===== src/inc/hbid_pkg.sv =====
// shared constants and types for the host bus interface dma block
package hbid_pkg;
	// slave register indices (low address bits, word addressed)
	localparam logic [1:0] REG_CSR = 2'h0;
	localparam logic [1:0] REG_BAR = 2'h1;
	localparam logic [1:0] REG_BCR = 2'h2;
	// io page base width and switch compare width
	localparam int BASE_W = 12;
	// command_status_reg fields
	localparam int CSR_EXT_HI = 15;
	localparam int CSR_EXT_LO = 14;
	localparam int CSR_FN_HI = 13;
	localparam int CSR_FN_LO = 8;
	localparam int CSR_IE_BIT = 6;
	localparam int CSR_DONE_BIT = 7;
	localparam logic [15:0] CSR_RST = 16'h0000;
	// function codes for receive data and receive queue control
	localparam logic [5:0] FN_RX_DATA = 6'h01;
	localparam logic [5:0] FN_SUPPLY_RX = 6'h02;
	localparam logic [5:0] FN_FLUSH_RXQ = 6'h30;
	// dma geometry
	localparam int ADDR_W = 18;
	localparam int BURST_WORDS = 4;
	localparam int STAGE_BYTES = 8;
	localparam int RXQ_DEPTH = 16;
	// protocol module register select codes
	localparam logic [2:0] PM_CMD = 3'h0;
	localparam logic [2:0] PM_STAT = 3'h1;
	localparam logic [2:0] PM_TXD = 3'h2;
	localparam logic [2:0] PM_RXD = 3'h3;
	localparam logic [2:0] PM_CTL = 3'h4;
	// indicator stretch time
	localparam int CLK_HZ = 25000000;
	localparam int LED_MS = 50;
	localparam int LED_CYC = CLK_HZ / 1000 * LED_MS;
	// sequencer states
	typedef enum logic [3:0] {
		ST_IDLE = 4'b0000,
		ST_LOAD = 4'b0001,
		ST_PM_RD = 4'b0010,
		ST_BUS_REQ = 4'b0011,
		ST_BUS_XFER = 4'b0100,
		ST_PM_WR = 4'b0101,
		ST_PM_CMD = 4'b0110,
		ST_DONE = 4'b0111,
		ST_IRQ = 4'b1000
	} hbid_state_t;
endpackage : hbid_pkg


===== src/rtl/hbid_led_stretch.sv =====
`timescale 1ns/10ps
// pulse stretcher for one network indicator
module hbid_led_stretch #(
	parameter int unsigned HOLD = 1250000 // minimum on time in cycles
) (
	input wire logic clk, // system clock
	input wire logic rst, // async reset
	input wire logic cond_raw, // asynchronous network condition
	output logic led // stretched indicator
);
	logic s1_q;
	logic s2_q;
	logic [20:0] cnt_q;

	// two stage synchroniser; only s2 is read
	always_ff @(posedge clk or posedge rst) begin
		if (rst) begin
			s1_q <= 1'b0;
			s2_q <= 1'b0;
		end else begin
			s1_q <= cond_raw;
			s2_q <= s1_q;
		end
	end

	// reload while active so the led holds its minimum time after the end
	always_ff @(posedge clk or posedge rst) begin
		if (rst) begin
			cnt_q <= 21'h000000;
			led <= 1'b0;
		end else if (s2_q) begin
			cnt_q <= 21'(HOLD);
			led <= 1'b1;
		end else if (cnt_q != 21'h000000) begin
			cnt_q <= cnt_q - 21'h000001;
			led <= 1'b1;
		end else begin
			led <= 1'b0;
		end
	end
endmodule : hbid_led_stretch


===== src/rtl/hbid_top.sv =====
`timescale 1ns/10ps
// host bus interface board: slave regs, dma engine, sequencer, indicators
// Operation
// - compare io page address with switch base on every access
// - unmatched address: ignore the transaction completely
// - low address bits pick csr, bar or bcr
// - serve word read, read-pause, word write, byte write; no dma cycles
// - read drives register onto bus; write stores bus data
// - command register write sets action flag for sequencer
// - receive dma loads 18-bit address from receive queue
// - other dma address is csr upper two bits over bar
// - byte counter loads from queue for receive, else from bcr
// - byte counter drops per byte; dma stops at zero
// - bursts of four words; last burst one to four words
// - receive queue keeps sixteen address and count pairs
// - eight byte staging buffer between bus and module
// - one sequencer does all master signalling and steering
// - indicator on times stretched to a visible minimum
// - carrier indicator lights on any cable traffic
// - collision indicator lights on any reported collision
// - transmit indicator lights while sending
// - receive indicator lights for own, multicast or loopback frames
// - module port: 8-bit data, three select lines, five registers
// - frame loaded once; module retries collisions itself
// - module holds received frames in its own buffer
// - address advances per word; count drops as words staged
// - release and rearbitrate the bus after each burst
// - on completion set done bit, interrupt if enabled
module hbid_top #(
	parameter int unsigned LED_HOLD = hbid_pkg::LED_CYC // stretch cycles
) (
	input wire logic clk, // 25 MHz clock
	input wire logic rst, // async reset, high
	input wire logic [hbid_pkg::BASE_W-1:0] base_sw, // base address switches
	input wire logic sl_req, // slave access strobe
	input wire logic [hbid_pkg::BASE_W-1:0] sl_page, // io page address
	input wire logic [1:0] sl_reg, // register word select
	input wire logic sl_wr, // 1 write, 0 read
	input wire logic sl_byte, // byte write
	input wire logic sl_hi, // byte write to upper lane
	input wire logic [15:0] sl_wdata, // write data
	output logic sl_ack, // slave done
	output logic [15:0] sl_rdata, // read data
	output logic m_req, // bus mastership request
	input wire logic m_grant, // mastership granted
	output logic m_cyc, // master cycle valid
	output logic m_wr, // master write
	output logic [hbid_pkg::ADDR_W-1:0] m_addr, // master address
	output logic [15:0] m_wdata, // master write data
	input wire logic [15:0] m_rdata, // master read data
	input wire logic m_ack, // master cycle done
	output logic irq_req, // interrupt request
	input wire logic irq_ack, // interrupt taken
	output logic [2:0] pm_sel, // module register select
	output logic [7:0] pm_dout, // module data out
	input wire logic [7:0] pm_din, // module data in
	output logic pm_dout_en_n, // low while driving module bus
	output logic pm_rd, // module read strobe
	output logic pm_wr, // module write strobe
	input wire logic pm_ready, // module ready for next byte
	input wire logic carrier_raw, // carrier sensed
	input wire logic collision_raw, // collision reported
	input wire logic transmit_raw, // module sending
	input wire logic receive_raw, // module receiving a wanted frame
	output logic carrier_led, // carrier indicator
	output logic collision_indicator, // collision indicator
	output logic transmit_indicator, // transmit indicator
	output logic receive_indicator // receive indicator
);
	logic [15:0] command_status_reg_q;
	logic [15:0] bar_q;
	logic [15:0] byte_count_reg_q;
	logic action_q;
	logic [17:0] dma_address_counter_q;
	logic [17:0] dma_byte_counter_q;
	logic [7:0] stage_q [0:hbid_pkg::STAGE_BYTES-1];
	logic [2:0] fill_q;
	logic [2:0] burst_bytes_q;
	logic [1:0] word_q;
	logic rx_dir_q;
	logic [17:0] rxq_addr [0:hbid_pkg::RXQ_DEPTH-1];
	logic [17:0] rxq_cnt [0:hbid_pkg::RXQ_DEPTH-1];
	logic [3:0] rxq_wp_q;
	logic [3:0] rxq_rp_q;
	logic [4:0] rxq_n_q;
	hbid_pkg::hbid_state_t st_q;
	logic sel;
	logic [5:0] fn;
	logic is_rx;
	logic set_done;

	// bytes in next burst: eight, or whatever is left
	function automatic logic [3:0] burst_len(input logic [17:0] left);
		burst_len = (left >= 18'd8) ? 4'h8 : left[3:0];
	endfunction : burst_len

	//////////////////////////////////////////////////////////////////////
	// slave side
	// base compare
	assign sel = sl_req && (sl_page == base_sw);
	assign fn = command_status_reg_q[hbid_pkg::CSR_FN_HI:hbid_pkg::CSR_FN_LO];
	assign is_rx = (fn == hbid_pkg::FN_RX_DATA);

	// single cycle answer; dma cycles never reach here
	// read path
	always_ff @(posedge clk or posedge rst) begin
		if (rst) begin
			sl_ack <= 1'b0;
			sl_rdata <= 16'h0000;
		end else begin
			sl_ack <= sel;
			if (sel && !sl_wr) begin
				unique case (sl_reg)
					hbid_pkg::REG_CSR: sl_rdata <= command_status_reg_q;
					hbid_pkg::REG_BAR: sl_rdata <= bar_q;
					hbid_pkg::REG_BCR: sl_rdata <= byte_count_reg_q;
					default: sl_rdata <= 16'h0000;
				endcase
			end
		end
	end

	// merges a byte or word write into the old value
	function automatic logic [15:0] merge(input logic [15:0] old);
		if (!sl_byte) merge = sl_wdata;
		else if (sl_hi) merge = {sl_wdata[15:8], old[7:0]};
		else merge = {old[15:8], sl_wdata[7:0]};
	endfunction : merge

	// bar and bcr writes
	always_ff @(posedge clk or posedge rst) begin
		if (rst) begin
			bar_q <= 16'h0000;
			byte_count_reg_q <= 16'h0000;
		end else if (sel && sl_wr) begin
			if (sl_reg == hbid_pkg::REG_BAR) bar_q <= merge(bar_q);
			if (sl_reg == hbid_pkg::REG_BCR) byte_count_reg_q <= merge(byte_count_reg_q);
		end
	end

	// csr: software fields plus the hardware done bit; set wins over write
	always_ff @(posedge clk or posedge rst) begin
		if (rst) begin
			command_status_reg_q <= hbid_pkg::CSR_RST;
		end else begin
			if (sel && sl_wr && sl_reg == hbid_pkg::REG_CSR)
				command_status_reg_q <= merge(command_status_reg_q);
			if (set_done)
				command_status_reg_q[hbid_pkg::CSR_DONE_BIT] <= 1'b1;
		end
	end

	// action flag, consumed by the sequencer; a new write wins
	always_ff @(posedge clk or posedge rst) begin
		if (rst) action_q <= 1'b0;
		else if (sel && sl_wr && sl_reg == hbid_pkg::REG_CSR) action_q <= 1'b1;
		else if (st_q == hbid_pkg::ST_IDLE) action_q <= 1'b0;
	end

	//////////////////////////////////////////////////////////////////////
	// receive buffer queue
	// fifo of buffer pairs, supplied from bar/bcr
	always_ff @(posedge clk or posedge rst) begin
		if (rst) begin
			rxq_wp_q <= 4'h0;
			rxq_rp_q <= 4'h0;
			rxq_n_q <= 5'h00;
		end else if (st_q == hbid_pkg::ST_LOAD && fn == hbid_pkg::FN_FLUSH_RXQ) begin
			rxq_rp_q <= rxq_wp_q;
			rxq_n_q <= 5'h00;
		end else if (st_q == hbid_pkg::ST_LOAD && fn == hbid_pkg::FN_SUPPLY_RX) begin
			if (rxq_n_q != 5'h10) begin
				rxq_wp_q <= rxq_wp_q + 4'h1;
				rxq_n_q <= rxq_n_q + 5'h01;
			end
		end else if (st_q == hbid_pkg::ST_LOAD && is_rx && rxq_n_q != 5'h00) begin
			rxq_rp_q <= rxq_rp_q + 4'h1;
			rxq_n_q <= rxq_n_q - 5'h01;
		end
	end

	// queue storage
	always_ff @(posedge clk) begin
		if (st_q == hbid_pkg::ST_LOAD && fn == hbid_pkg::FN_SUPPLY_RX && rxq_n_q != 5'h10) begin
			rxq_addr[rxq_wp_q] <= {command_status_reg_q[15:14], bar_q};
			rxq_cnt[rxq_wp_q] <= {2'b00, byte_count_reg_q};
		end
	end

	//////////////////////////////////////////////////////////////////////
	// command and dma sequencer
	// one machine for master signals, steering and commands
	always_ff @(posedge clk or posedge rst) begin
		if (rst) begin
			st_q <= hbid_pkg::ST_IDLE;
		end else begin
			unique case (st_q)
				hbid_pkg::ST_IDLE: if (action_q) st_q <= hbid_pkg::ST_LOAD;
				hbid_pkg::ST_LOAD:
					if (fn == hbid_pkg::FN_SUPPLY_RX || fn == hbid_pkg::FN_FLUSH_RXQ)
						st_q <= hbid_pkg::ST_DONE;
					else if (is_rx && rxq_n_q == 5'h00) st_q <= hbid_pkg::ST_DONE;
					else st_q <= hbid_pkg::ST_PM_CMD;
				hbid_pkg::ST_PM_CMD:
					if (dma_byte_counter_q == 18'h00000) st_q <= hbid_pkg::ST_DONE;
					else if (is_rx) st_q <= hbid_pkg::ST_PM_RD;
					else st_q <= hbid_pkg::ST_BUS_REQ;
				hbid_pkg::ST_PM_RD:
					if (pm_ready && {1'b0, fill_q} == 4'(burst_bytes_q - 3'h1))
						st_q <= hbid_pkg::ST_BUS_REQ;
				hbid_pkg::ST_BUS_REQ: if (m_grant) st_q <= hbid_pkg::ST_BUS_XFER;
				hbid_pkg::ST_BUS_XFER:
					if (m_ack && ({word_q, 1'b1} >= 3'(burst_bytes_q - 3'h1)))
						st_q <= rx_dir_q ? (dma_byte_counter_q == 18'h00000 ?
							hbid_pkg::ST_DONE : hbid_pkg::ST_PM_RD) : hbid_pkg::ST_PM_WR;
				hbid_pkg::ST_PM_WR:
					if (pm_ready && fill_q == 3'(burst_bytes_q - 3'h1))
						st_q <= (dma_byte_counter_q == 18'h00000) ?
							hbid_pkg::ST_DONE : hbid_pkg::ST_BUS_REQ;
				hbid_pkg::ST_DONE:
					st_q <= command_status_reg_q[hbid_pkg::CSR_IE_BIT] ?
						hbid_pkg::ST_IRQ : hbid_pkg::ST_IDLE;
				hbid_pkg::ST_IRQ: if (irq_ack) st_q <= hbid_pkg::ST_IDLE;
				default: st_q <= hbid_pkg::ST_IDLE;
			endcase
		end
	end
	assign set_done = (st_q == hbid_pkg::ST_DONE);

	// dma counters; burst size is latched from bytes remaining
	always_ff @(posedge clk or posedge rst) begin
		if (rst) begin
			dma_address_counter_q <= 18'h00000;
			dma_byte_counter_q <= 18'h00000;
			burst_bytes_q <= 3'h0;
			rx_dir_q <= 1'b0;
			word_q <= 2'h0;
		end else begin
			if (st_q == hbid_pkg::ST_LOAD) begin
				rx_dir_q <= is_rx;
				// receive source is the queue head
				// an empty queue leaves the counters alone rather than load unwritten slots
				if (is_rx) begin
					if (rxq_n_q != 5'h00) begin
						dma_address_counter_q <= rxq_addr[rxq_rp_q];
						dma_byte_counter_q <= rxq_cnt[rxq_rp_q];
					end
				end else begin
					dma_address_counter_q <= {command_status_reg_q[15:14], bar_q};
					dma_byte_counter_q <= {2'b00, byte_count_reg_q};
				end
			end
			// advance per word, count bytes down to zero
			if (st_q == hbid_pkg::ST_BUS_XFER && m_ack) begin
				word_q <= word_q + 2'h1;
				dma_address_counter_q <= dma_address_counter_q + 18'h00002;
				if (!rx_dir_q)
					dma_byte_counter_q <= (dma_byte_counter_q > 18'h00001) ?
						dma_byte_counter_q - 18'h00002 : 18'h00000;
			end
			if (st_q == hbid_pkg::ST_PM_RD && pm_ready && dma_byte_counter_q != 18'h00000)
				dma_byte_counter_q <= dma_byte_counter_q - 18'h00001;
			// burst sizing, 8 encoded as 0
			// placed last so the word reset beats the per-word advance on a receive burst's final ack
			if (st_q == hbid_pkg::ST_PM_CMD || (st_q == hbid_pkg::ST_PM_WR && pm_ready &&
					fill_q == 3'(burst_bytes_q - 3'h1)) || (st_q == hbid_pkg::ST_BUS_XFER && m_ack &&
					rx_dir_q && {word_q, 1'b1} >= 3'(burst_bytes_q - 3'h1))) begin
				burst_bytes_q <= 3'(burst_len(dma_byte_counter_q));
				word_q <= 2'h0;
			end
		end
	end

	always_ff @(posedge clk or posedge rst) begin
		if (rst) begin
			fill_q <= 3'h0;
		end else if ((st_q == hbid_pkg::ST_PM_RD || st_q == hbid_pkg::ST_PM_WR) && pm_ready) begin
			fill_q <= fill_q + 3'h1;
			if (st_q == hbid_pkg::ST_PM_RD) stage_q[fill_q] <= pm_din;
		end else if (st_q == hbid_pkg::ST_BUS_XFER && m_ack) begin
			fill_q <= 3'h0;
			if (!rx_dir_q) begin
				stage_q[{word_q, 1'b0}] <= m_rdata[7:0];
				stage_q[{word_q, 1'b1}] <= m_rdata[15:8];
			end
		end else if (st_q == hbid_pkg::ST_PM_CMD) begin
			fill_q <= 3'h0;
		end
	end

	// master bus signals
	assign m_req = (st_q == hbid_pkg::ST_BUS_REQ);
	assign m_cyc = (st_q == hbid_pkg::ST_BUS_XFER);
	assign m_wr = rx_dir_q;
	assign m_addr = dma_address_counter_q;
	assign m_wdata = {stage_q[{word_q, 1'b1}], stage_q[{word_q, 1'b0}]};
	assign irq_req = (st_q == hbid_pkg::ST_IRQ);

	// module port; frame buffering is inside the module
	assign pm_sel = (st_q == hbid_pkg::ST_PM_CMD) ? hbid_pkg::PM_CMD :
		(st_q == hbid_pkg::ST_PM_RD) ? hbid_pkg::PM_RXD : hbid_pkg::PM_TXD;
	assign pm_dout = (st_q == hbid_pkg::ST_PM_CMD) ? {2'b00, fn} : stage_q[fill_q];
	assign pm_dout_en_n = !(st_q == hbid_pkg::ST_PM_CMD || st_q == hbid_pkg::ST_PM_WR);
	assign pm_wr = (st_q == hbid_pkg::ST_PM_CMD) || (st_q == hbid_pkg::ST_PM_WR && pm_ready);
	assign pm_rd = (st_q == hbid_pkg::ST_PM_RD && pm_ready);

	//////////////////////////////////////////////////////////////////////
	// stretched indicators
	hbid_led_stretch #(.HOLD(LED_HOLD)) u_cs (.clk(clk), .rst(rst),
		.cond_raw(carrier_raw), .led(carrier_led));
	hbid_led_stretch #(.HOLD(LED_HOLD)) u_cp (.clk(clk), .rst(rst),
		.cond_raw(collision_raw), .led(collision_indicator));
	hbid_led_stretch #(.HOLD(LED_HOLD)) u_tx (.clk(clk), .rst(rst),
		.cond_raw(transmit_raw), .led(transmit_indicator));
	hbid_led_stretch #(.HOLD(LED_HOLD)) u_rx (.clk(clk), .rst(rst),
		.cond_raw(receive_raw), .led(receive_indicator));
endmodule : hbid_top


===== config.mk =====
export PLATFORM = sky130hd
export DESIGN_NAME = hbid_top
export DESIGN_NICKNAME = d
export VERILOG_FILES = /design/src/inc/hbid_pkg.sv /design/src/rtl/hbid_led_stretch.sv /design/src/rtl/hbid_top.sv
export SDC_FILE = /design/constraint.sdc
export NUM_CORES = 1
export LEC_CHECK = 0
export BUFFER_PORTS_ARGS = -buffer_cell sky130_fd_sc_hd__buf_2
export CORE_MARGIN = 4
export CORE_UTILIZATION = 45
export DETAILED_ROUTE_END_ITERATION = 7
export PLACE_DENSITY_LB_ADDON = 0.3
export RECOVER_POWER = 100
export SLEW_MARGIN = 20
export SYNTH_ARGS = -nofsm -noshare
export SYNTH_HDL_FRONTEND = slang
export SYNTH_HIERARCHICAL = 1
export SYNTH_SLANG_ARGS = --single-unit

===== constraint.sdc =====
create_clock -name clk -period 4.5 [get_ports clk]
set_input_delay 0.9 -clock clk [delete_from_list [all_inputs] [get_ports clk]]
set_output_delay 0.9 -clock clk [all_outputs]
set_load 0.01 [all_outputs]

**Yosys cells after proc, flatten, opt, wreduce, memory -nomap -nowiden**

Memories as Yosys holds them, arrays and structs flattened.
Cells that the tools add are included.

- Logic and storage cells: 230
- Input port bits: 80
- Memory bits (writable): 608
- Memories kept: 3
- Register bits: 224
- Output and inout port bits: 73

- Bitwise operators: 1
- Muxes and demuxes: 77
- Reduce and logical (&&, ||, !) cells: 66
- $add $sub $neg: 15
- $lt $le $gt $ge: 3
- Equal/unequal tests: 29

Memory list:

| name | words | bits a word | read ports | clocked after memory_dff | wr ports | line | source |
|---|---|---|---|---|---|---|---|
| rxq_addr | 16 | 18 | 1 | 0 | 1 | hbid_top.sv:81 | `logic [17:0] rxq_addr [0:hbid_pkg::RXQ_DEPTH-1];` |
| rxq_cnt | 16 | 16 | 1 | 0 | 1 | hbid_top.sv:82 | `logic [17:0] rxq_cnt [0:hbid_pkg::RXQ_DEPTH-1];` |
| stage_q | 8 | 8 | 3 | 0 | 2 | hbid_top.sv:76 | `logic [7:0] stage_q [0:hbid_pkg::STAGE_BYTES-1];` |

Operators with widths:

| kind | number |
|---|---|
| $mux W18 | 11 |
| $mux W21 | 8 |
| $reduce_bool A21 Y1 | 4 |
| $sub A21 B1 Y21 const B | 4 |
| $pmux W16 S3 | 1 |
| $mux W4 | 10 |
| $pmux W4 S9 | 1 |
| $mux W16 | 2 |
| $mux W3 | 9 |
| $mux W1 | 25 |
| $mux W8 | 3 |
| $logic_and A1 B1 Y1 | 23 |
| $mux W5 | 4 |
| $add A18 B2 Y18 const B | 1 |
| $ge A18 B4 Y1 const B | 1 |
| $gt A18 B1 Y1 const B | 1 |
| $logic_not A18 Y1 | 1 |
| $reduce_bool A18 Y1 | 1 |
| $reduce_bool A2 Y1 | 9 |
| $sub A18 B1 Y18 const B | 1 |
| $sub A18 B2 Y18 const B | 1 |
| $eq A4 B3 Y1 const B | 4 |
| $reduce_and A3 Y1 | 5 |
| $eq A12 B12 Y1 | 1 |
| other kinds (35) | 60 |

**Logic depth before layout (Yosys ltp)**

Gate-level depths: netlist (run 1).

- Depth after elaboration: 8
- Depth in mapped cells: 11
- Gate-level depth less buffers: 10

**Modules after synthesis**

The synthesis (run 1) kept the hierarchy.

By module, submodules not included:

| module | seq. area each (µm²) | area each (µm²) | instances | cells each |
|---|---|---|---|---|
| hbid_top | 21460.6 | 31788.0 | 1 | 1990 |
| hbid_led_stretch | 600.6 | 1287.5 | 4 | 124 |

**Worst setup path before layout (run 1)**

OpenSTA, ideal clock, no wires.

- Kind: input to register
- Start point: in rst
- End point: mem stage_q[4][0] (enable)
- Slack: -0.753 ns
- Data arrival time: 4.867 ns
- Cell stages on the path: 3
- Buffers on the path: 0
- Path through: inv_1 -> nand3_1 -> o31ai_1

RTL lines:

| item | line | source |
|---|---|---|
| start, declared | hbid_top.sv:33 | `input wire logic rst,` |
| end, declared | hbid_top.sv:76 |  |

**Final worst setup path (run 1)**

- Start point: reg fill_q[1]
- End point: out pm_dout[4]

- Cells in the longest elaborated chain, start to end: 2

Ends and longest elaborated chain:

| item | line | source |
|---|---|---|
| start, declared | hbid_top.sv:77 | `logic [2:0] fill_q;` |
| start signal, assigned | hbid_top.sv:278 | `fill_q <= fill_q + 3'h1;` |
| $mem_v2 Z8 W8 | n/a |  |
| $mux W8 | hbid_top.sv:302 | `assign pm_dout = (st_q == hbid_pkg::ST_PM_CMD) ? {2'b00, fn} : stage_q[fill_q];` |
| end, declared | hbid_top.sv:55 | `output logic [7:0] pm_dout,` |

Every way passes these cells.

==> run_summary.xml, run 1 <==
<?xml version="1.0" encoding="UTF-8"?>
<metrics>
  <group name="global_route">
    <metric name="grt_start_max_net_pins" unit="">72</metric>
    <metric name="grt_pass1_wl" unit="um">144000</metric>
    <metric name="vias_in_the_first_global_route" unit="">23200</metric>
    <metric name="grt_antenna_before_repair" unit="">2</metric>
    <metric name="gr-usage-all-layers" unit="%">21.9</metric>
    <metric name="total_gr_overflow" unit="">0</metric>
  </group>
  <group name="timing">
    <metric name="layout_setup_ws" unit="ns">0.485</metric>
    <metric name="final-setup-viol-count" unit="">0</metric>
    <metric name="final.hold.worst_slack" unit="ns">0.347</metric>
    <metric name="grt_setup_unrepaired" unit="">no</metric>
    <metric name="timing_worst_slew_pin_value" unit="ns">1.90</metric>
    <metric name="final-max-slew-violation-count" unit="">217</metric>
    <metric name="final_period_minus_worst_setup_slack" unit="ns">4.01</metric>
    <metric name="max_slew_margin" unit="%">-26.4</metric>
    <metric name="fin_skew" unit="ns">0.0585</metric>
    <metric name="fin_crit_sh" unit="%">89.2</metric>
    <metric name="achievable-frequency" unit="MHz">249</metric>
    <metric name="final_hold_viol_count" unit="">0</metric>
    <metric name="finalSetupTns" unit="ns">0</metric>
  </group>
  <group name="power">
    <metric name="max_rail_drop_vdd" unit="mV">0.349</metric>
    <metric name="report.power.total" unit="mW">18.7</metric>
    <metric name="power_per_cell_area" unit="nW/um2">450</metric>
    <metric name="cellLeakagePower" unit="nW">12.9</metric>
  </group>
  <group name="worst_setup_path">
    <metric name="critical_path_buf_inv_count" unit="">2</metric>
    <metric name="end_of_the_worst_register_to_register_path" unit="">stage_q[6][3]$_DFFE_PP_</metric>
    <metric name="worst-path-max-fanout" unit="">19</metric>
    <metric name="slowest_stage" unit="">dfrtp_1</metric>
    <metric name="worstPathArrival" unit="ns">3.11</metric>
    <metric name="startpoint_type" unit="">flop</metric>
    <metric name="cell_family_contributing_the_most_delay_on_the_critical_path" unit="">flip-flops</metric>
    <metric name="worst-r2r-cell-count" unit="">5</metric>
    <metric name="timing_worst_setup_path_type" unit="">reg2out</metric>
    <metric name="setup.reg_to_reg.worst_slack" unit="ns">0.58</metric>
    <metric name="cp.required" unit="ns">3.60</metric>
    <metric name="crit_path_cell_trace" unit="">clkbuf_1 -&gt; nor2_1 -&gt; a22o_1 -&gt; a221oi_1 -&gt; a21oi_1 -&gt; clkbuf_1</metric>
    <metric name="r2r_start" unit="">st_q[3]$_DFFE_PP0P_</metric>
    <metric name="cp_slowest_stage_delay" unit="ns">0.90</metric>
    <metric name="crit_path_end_kind" unit="">primary output</metric>
    <metric name="critical_path.most_common_cell" unit="">clkbuf_1</metric>
  </group>
  <group name="clock_tree">
    <metric name="cts_resized" unit="">0</metric>
    <metric name="cts_sinks" unit="">832</metric>
    <metric name="postCtsSetupBuffers" unit="">0</metric>
    <metric name="ctsHtreeMaxLevel" unit="">3</metric>
    <metric name="cts_root_buf" unit="">clkbuf_16</metric>
    <metric name="ctsHoldBuffers" unit="">0</metric>
    <metric name="clkLatencyLatePin" unit="ns">0.67</metric>
    <metric name="inserted_clock_buffers" unit="">88</metric>
    <metric name="bufs_on_longest_clock_path" unit="">3</metric>
    <metric name="tritoncts" unit="">done</metric>
    <metric name="clk_pin_slew_worst_paths" unit="ns">0.06</metric>
  </group>
  <group name="synth">
    <metric name="synth_fp_nets" unit="">2597</metric>
    <metric name="synth_top_cells_by_area" unit="">edfxtp_1 49%, dfrtp_1 15%, mux4_2 10%, nand2_1 2.8%, mux2_2 2.1%</metric>
    <metric name="synth_enable_flop_cells" unit="">608</metric>
    <metric name="synth.distinct_cells" unit="">89</metric>
    <metric name="synth_common_cells" unit="">608 x edfxtp_1, 279 x nand2_1, 224 x dfrtp_1</metric>
    <metric name="yosys.area.top_type_share" unit="%">49.4</metric>
    <metric name="synthMostInstantiatedCell" unit="">edfxtp_1</metric>
    <metric name="synth-seq-cells" unit="">832</metric>
    <metric name="syn-cell-area" unit="um2">36900</metric>
    <metric name="synth_area_per_cell" unit="um2">14.9</metric>
    <metric name="synth_top_area_cell" unit="">edfxtp_1</metric>
    <metric name="synth_sequential_area_ratio" unit="%">64.6</metric>
    <metric name="syn-instance-count" unit="">2486</metric>
    <metric name="most_used_flip_flop_cell_after_synthesis" unit="">edfxtp_1</metric>
    <metric name="yosys_warnings" unit="">6</metric>
    <metric name="synth-async-reset-ratio" unit="%">26.9</metric>
  </group>
  <group name="die">
    <metric name="initial_utilization" unit="%">45.6</metric>
    <metric name="rows" unit="">104</metric>
    <metric name="pin_count" unit="">153</metric>
    <metric name="core_region_area" unit="um2">80900</metric>
    <metric name="fp.dieW" unit="um">295</metric>
    <metric name="die_height" unit="um">295</metric>
    <metric name="die_area" unit="um2">86700</metric>
  </group>
  <group name="final_layout">
    <metric name="sequential_cell_area" unit="um2">23900</metric>
    <metric name="final_layout_size_suffix_gt1_share" unit="%">19.3</metric>
    <metric name="layout.cells.non_filler" unit="">3801</metric>
    <metric name="fin_util" unit="%">51.4</metric>
    <metric name="num-nets-final" unit="">2774</metric>
    <metric name="synthToLayoutAreaGrowth" unit="%">12.7</metric>
    <metric name="num-fill-cells" unit="">6659</metric>
    <metric name="postLayoutCellArea" unit="um2">41600</metric>
    <metric name="multiInputGateArea" unit="um2">12200</metric>
  </group>
  <group name="hold_path">
    <metric name="whs_endpoint" unit="">u_tx/s2_q$_DFF_PP0_</metric>
    <metric name="min_delay_path_depth" unit="">0</metric>
    <metric name="hold_path_class" unit="">reg2reg</metric>
    <metric name="hold_path_startpoint" unit="">u_tx/s1_q$_DFF_PP0_</metric>
  </group>
  <group name="place">
    <metric name="gp_congestion" unit="">0.919</metric>
    <metric name="dp_worst_setup_slack" unit="ns">1.11</metric>
    <metric name="detailed_place.area" unit="um2">39100</metric>
    <metric name="detailed_place_hpwl" unit="um">63000</metric>
    <metric name="portBuffers" unit="">151</metric>
    <metric name="placed_cells_incl_taps" unit="">3633</metric>
  </group>
  <group name="drt">
    <metric name="drt-wirelength-per-cell" unit="um">24.9</metric>
    <metric name="drc_errors" unit="">0</metric>
    <metric name="route.detailed.vias_per_inst" unit="">6.01</metric>
    <metric name="antenna_left" unit="">0</metric>
    <metric name="drt_pass1_iterations" unit="">6</metric>
    <metric name="totalWireLength" unit="um">94700</metric>
    <metric name="dr_iter_0_viols" unit="">2399</metric>
    <metric name="via_count" unit="">22900</metric>
  </group>
  <group name="status">
    <metric name="outcome" unit="">finished, violations left</metric>
    <metric name="violations" unit="">capacitance limit, slew limit</metric>
  </group>
  <group name="job">
    <metric name="max_cap_viol_count" unit="">9</metric>
  </group>
</metrics>
==> worst max path at each step <==
stage / from / end / slack [ns] / depth (start not counted)
CTS: fill_q[1]$_DFFE_PP0P_ / pm_dout[4] / 0.66 / 6
global route: st_q[3]$_DFFE_PP0P_ / rxq_addr[11][1]$_DFFE_PP_ / 0.27 / 7
detailed placement: base_sw[8] / bar_q[9]$_DFFE_PP0P_ / 1.11 / 7
global placement: base_sw[10] / bar_q[14]$_DFFE_PP0P_ / 1.13 / 7
floorplan: rst / stage_q[6][0]$_DFFE_PP_ / 0.65 / 3
finish: fill_q[1]$_DFFE_PP0P_ / pm_dout[4] / 0.49 / 6
==> state kept, by name, summed over array words and instances (netlist names), 18 cells and up <==
register and count:
dma_byte_counter_q 18, u_tx/cnt_q 21, rxq_addr 288, rxq_cnt 256, u_cp/cnt_q 21, m_addr 18, stage_q 64, u_cs/cnt_q 21
u_rx/cnt_q 21
==> power breakdown <==
| part | switching [mW] | total, mW | leakage [nW] | internal [mW] |
|---|---|---|---|---|
| Sequential | 0.416 | 8.77 | 7.20 | 8.36 |
| Clock | 3.07 | 7.33 | 1.43 | 4.26 |
| Combinational | 1.64 | 2.64 | 4.25 | 0.997 |
==> cells in the final DEF (no fill, tap or decap), types with 17 or more instances in the layout <==
| cell type | netlist | final |
|---|---|---|
| mux2i_1 | 54 | 54 |
| nor2_1 | 176 | 169 |
| inv_1 | 36 | 36 |
| o21ai_0 | 62 | 70 |
| buf_2 | 24 | 79 |
| clkbuf_1 | 67 | 104 |
| clkbuf_16 | 0 | 89 |
| edfxtp_1 | 608 | 608 |
| nor4_1 | 38 | 38 |
| ha_1 | 30 | 30 |
| xnor2_1 | 36 | 36 |
| xor2_1 | 38 | 38 |
| or3_1 | 49 | 49 |
| a21oi_1 | 81 | 81 |
| dfrtp_1 | 224 | 222 |
| buf_4 | 5 | 23 |
| nand3_1 | 40 | 40 |
| o31a_1 | 17 | 17 |
| mux2_2 | 69 | 68 |
| mux4_2 | 171 | 171 |
| nor2b_1 | 29 | 29 |
| nand2_1 | 279 | 279 |
| nor3_1 | 54 | 53 |
==> layer usage <==
layer  routed length [um]  GRT usage (%)  share of wire [%]
met4                 2750           7.32                2.9
met3                 9240           5.94                9.8
met5                    0              0                  0
met2                44300           34.3                 47
met1                38400           29.9                 41
==> kinds of logic after synthesis <==
family | after synthesis | synth area share, %
AO/OA/AOI/OAI | 314 | 5.87
flip-flops | 832 | 64.6
AND/OR/NAND/NOR | 777 | 10.4
buffers and inverters | 160 | 2.11
adder cells (fa/ha/maj) | 31 | 1.07
XOR/XNOR | 74 | 1.75
other | 1 | 0.0102
multiplexers | 297 | 14.2
==> cell type report <==
cell class                      count  share of cell area (%)
Clock inverter                     53                    1.48
Tap cell                         1060                    3.19
Inverter                           38                   0.352
Clock buffer                      109                    5.63
Multi-Input combinational cell   1494                    29.4
Antenna cell                        6                  0.0361
Sequential cell                   832                    57.3
Timing Repair Buffer              209                    2.64
No activity file was read; power rests on OpenSTA's default activity.
==> inputs of run 2 (changes only) <==
--- a/config.mk
+++ b/config.mk
@@ -6,7 +6,6 @@
 export NUM_CORES = 1
 export LEC_CHECK = 0
 export BUFFER_PORTS_ARGS = -buffer_cell sky130_fd_sc_hd__buf_2
-export CORE_MARGIN = 4
 export CORE_UTILIZATION = 45
 export DETAILED_ROUTE_END_ITERATION = 7
 export PLACE_DENSITY_LB_ADDON = 0.3
==> run 2 against run 1 <==
Net effect:
- the run ends with DRC, capacitance limit, slew limit left
- worst hold slack got worse by 0.0016 ns
- utilization grew 0.16 points
- first-iteration DRC count grew 7.4%
- non-clock buffer count rose by 2
- critical path depth shrank 2
- worst setup slack got worse by 0.13 ns
- final area up 0.31%
- sequential cell count is the same
- total power grew 0.65%
- cell count is essentially flat
- fmax fell by 3.1%
- combinational power increased by 2%
==> run_summary.xml, run 2 (synthesized netlist as in run 1, its figures left out) <==
<?xml version="1.0" encoding="UTF-8"?>
<metrics>
  <group name="clock_tree">
    <metric name="ctsHtreeMaxLevel" unit="">3</metric>
    <metric name="cts_sinks" unit="">832</metric>
    <metric name="clkLatencyLatePin" unit="ns">0.65</metric>
    <metric name="bufs_on_longest_clock_path" unit="">3</metric>
    <metric name="tritoncts" unit="">done</metric>
    <metric name="ctsHoldBuffers" unit="">0</metric>
    <metric name="clk_pin_slew_worst_paths" unit="ns">0.06</metric>
    <metric name="inserted_clock_buffers" unit="">88</metric>
    <metric name="postCtsSetupBuffers" unit="">0</metric>
    <metric name="cts_root_buf" unit="">clkbuf_16</metric>
    <metric name="cts_resized" unit="">0</metric>
  </group>
  <group name="final_layout">
    <metric name="max_flop_register" unit="">rxq_addr</metric>
    <metric name="largest_register_ffs" unit="">288</metric>
    <metric name="layout_common_cells" unit="">608 x edfxtp_1, 279 x nand2_1, 221 x dfrtp_1</metric>
    <metric name="synthToLayoutAreaGrowth" unit="%">13.1</metric>
    <metric name="top_regs" unit="">rxq_addr x288, rxq_cnt x256, stage_q x64</metric>
    <metric name="fin_util" unit="%">51.6</metric>
    <metric name="num-nets-final" unit="">2776</metric>
    <metric name="final_layout_size_suffix_gt1_share" unit="%">19.9</metric>
    <metric name="most_frequent_standard_cell_in_the_layout_excluding_fill_and_tap_cells" unit="">edfxtp_1</metric>
  </group>
  <group name="power">
    <metric name="cellLeakagePower" unit="nW">13.0</metric>
    <metric name="max_rail_drop_vdd" unit="mV">0.296</metric>
    <metric name="power_per_cell_area" unit="nW/um2">452</metric>
    <metric name="report.power.total" unit="mW">18.9</metric>
  </group>
  <group name="drt">
    <metric name="totalWireLength" unit="um">97600</metric>
    <metric name="drt-wirelength-per-cell" unit="um">25.7</metric>
    <metric name="via_count" unit="">23300</metric>
    <metric name="drt_pass1_iterations" unit="">8</metric>
    <metric name="route.detailed.vias_per_inst" unit="">6.13</metric>
    <metric name="dr_iter_0_viols" unit="">2577</metric>
    <metric name="drc_errors" unit="">46</metric>
    <metric name="antenna_left" unit="">0</metric>
  </group>
  <group name="status">
    <metric name="outcome" unit="">finished, violations left</metric>
    <metric name="violations" unit="">DRC, capacitance limit, slew limit</metric>
  </group>
  <group name="die">
    <metric name="rows" unit="">104</metric>
    <metric name="pin_count" unit="">153</metric>
    <metric name="die_area" unit="um2">83200</metric>
    <metric name="initial_utilization" unit="%">45.6</metric>
    <metric name="fp.dieW" unit="um">289</metric>
    <metric name="die_height" unit="um">289</metric>
    <metric name="core_region_area" unit="um2">80900</metric>
  </group>
  <group name="global_route">
    <metric name="total_gr_overflow" unit="">0</metric>
    <metric name="grt_antenna_before_repair" unit="">1</metric>
    <metric name="vias_in_the_first_global_route" unit="">23000</metric>
    <metric name="grt_start_max_net_pins" unit="">71</metric>
    <metric name="grt_pass1_wl" unit="um">147000</metric>
    <metric name="gr-usage-all-layers" unit="%">23.6</metric>
  </group>
  <group name="worst_setup_path">
    <metric name="startpoint_type" unit="">flop</metric>
    <metric name="worst-path-max-fanout" unit="">15</metric>
    <metric name="crit_path_end_kind" unit="">flop</metric>
    <metric name="timing_worst_setup_path_type" unit="">reg2reg</metric>
    <metric name="worstPathArrival" unit="ns">4.34</metric>
    <metric name="cp.required" unit="ns">4.70</metric>
    <metric name="setup.reg_to_reg.worst_slack" unit="ns">0.36</metric>
  </group>
  <group name="hold_path">
    <metric name="hold_path_class" unit="">reg2reg</metric>
  </group>
  <group name="timing">
    <metric name="final_period_minus_worst_setup_slack" unit="ns">4.14</metric>
    <metric name="final-setup-viol-count" unit="">0</metric>
    <metric name="final_hold_viol_count" unit="">0</metric>
    <metric name="achievable-frequency" unit="MHz">241</metric>
    <metric name="grt_setup_unrepaired" unit="">no</metric>
    <metric name="fin_crit_sh" unit="%">92.1</metric>
    <metric name="timing_worst_slew_pin_value" unit="ns">2.02</metric>
    <metric name="finalSetupTns" unit="ns">0</metric>
    <metric name="fin_skew" unit="ns">0.0383</metric>
    <metric name="final-max-slew-violation-count" unit="">161</metric>
    <metric name="max_slew_margin" unit="%">-36.1</metric>
  </group>
  <group name="job">
    <metric name="max_cap_viol_count" unit="">7</metric>
  </group>
  <group name="place">
    <metric name="gp_congestion" unit="">0.919</metric>
    <metric name="detailed_place_hpwl" unit="um">63100</metric>
    <metric name="portBuffers" unit="">151</metric>
  </group>
</metrics>
run 2: final cells by class:
cell class	count	area, um2
Antenna cell	2	5.00
Clock buffer	118	2530
Clock inverter	47	490
Fill cell	6623	39200
Inverter	38	148
Multi-Input combinational cell	1494	12200
Sequential cell	832	23900
Tap cell	1060	1330
Timing Repair Buffer	211	1210
run 2: report_power, final:
| group | internal [mW] | leakage (nW) | switching (mW) |
|---|---|---|---|
| clock network | 4.33 | 1.45 | 3.10 |
| registers | 8.36 | 7.20 | 0.381 |
| logic | 0.990 | 4.30 | 1.70 |
| total | 13.7 | 13.0 | 5.18 |
run 2: critical path: stages (launching register included):
cell and delay, ns:
dfrtp_1 0.54, nor4b_1 0.83, nand2_1 0.33, or3_1 0.45, o21ai_0 1.54
run 2: worst paths after layout:
kind	end	depth (start not counted)	startpoint
worst max-delay path	stage_q[1][5]$_DFFE_PP_	4	st_q[2]$_DFFE_PP0P_
worst min-delay path	u_cp/s2_q$_DFF_PP0_	0	u_cp/s1_q$_DFF_PP0_
worst max register to register	stage_q[1][5]$_DFFE_PP_	4	st_q[2]$_DFFE_PP0P_
worst min register to register	u_cp/s2_q$_DFF_PP0_	0	u_cp/s1_q$_DFF_PP0_
max in group asynchronous	m_addr[16]$_DFFE_PP0P_	4	rst
min in group asynchronous	u_rx/cnt_q[14]$_DFFE_PP0P_	2	rst
run 2: metrics by stage:
step	instance area [um2]	hold WS, ns	cells	worst slack (ns)
detailed placement	39200	0.336	3635	0.846
global placement	39200	0.335	3635	0.983
global route	41800	0.330	3800	0.240
floorplan	37000	0.331	2486	0.651
finish	41800	0.346	3802	0.356
CTS	42200	0.331	3800	0.684
run 2: routing by layer:
metal / GRT usage (%) / up-vias / share of wire (%)
met3: 4.42 / 174 / 9.3
met1: 33.0 / 12000 / 41
met4: 6.47 / 0 / 2.6
met5: 0 / - / 0
li1: - / 9966 / -
met2: 38.0 / 1148 / 47
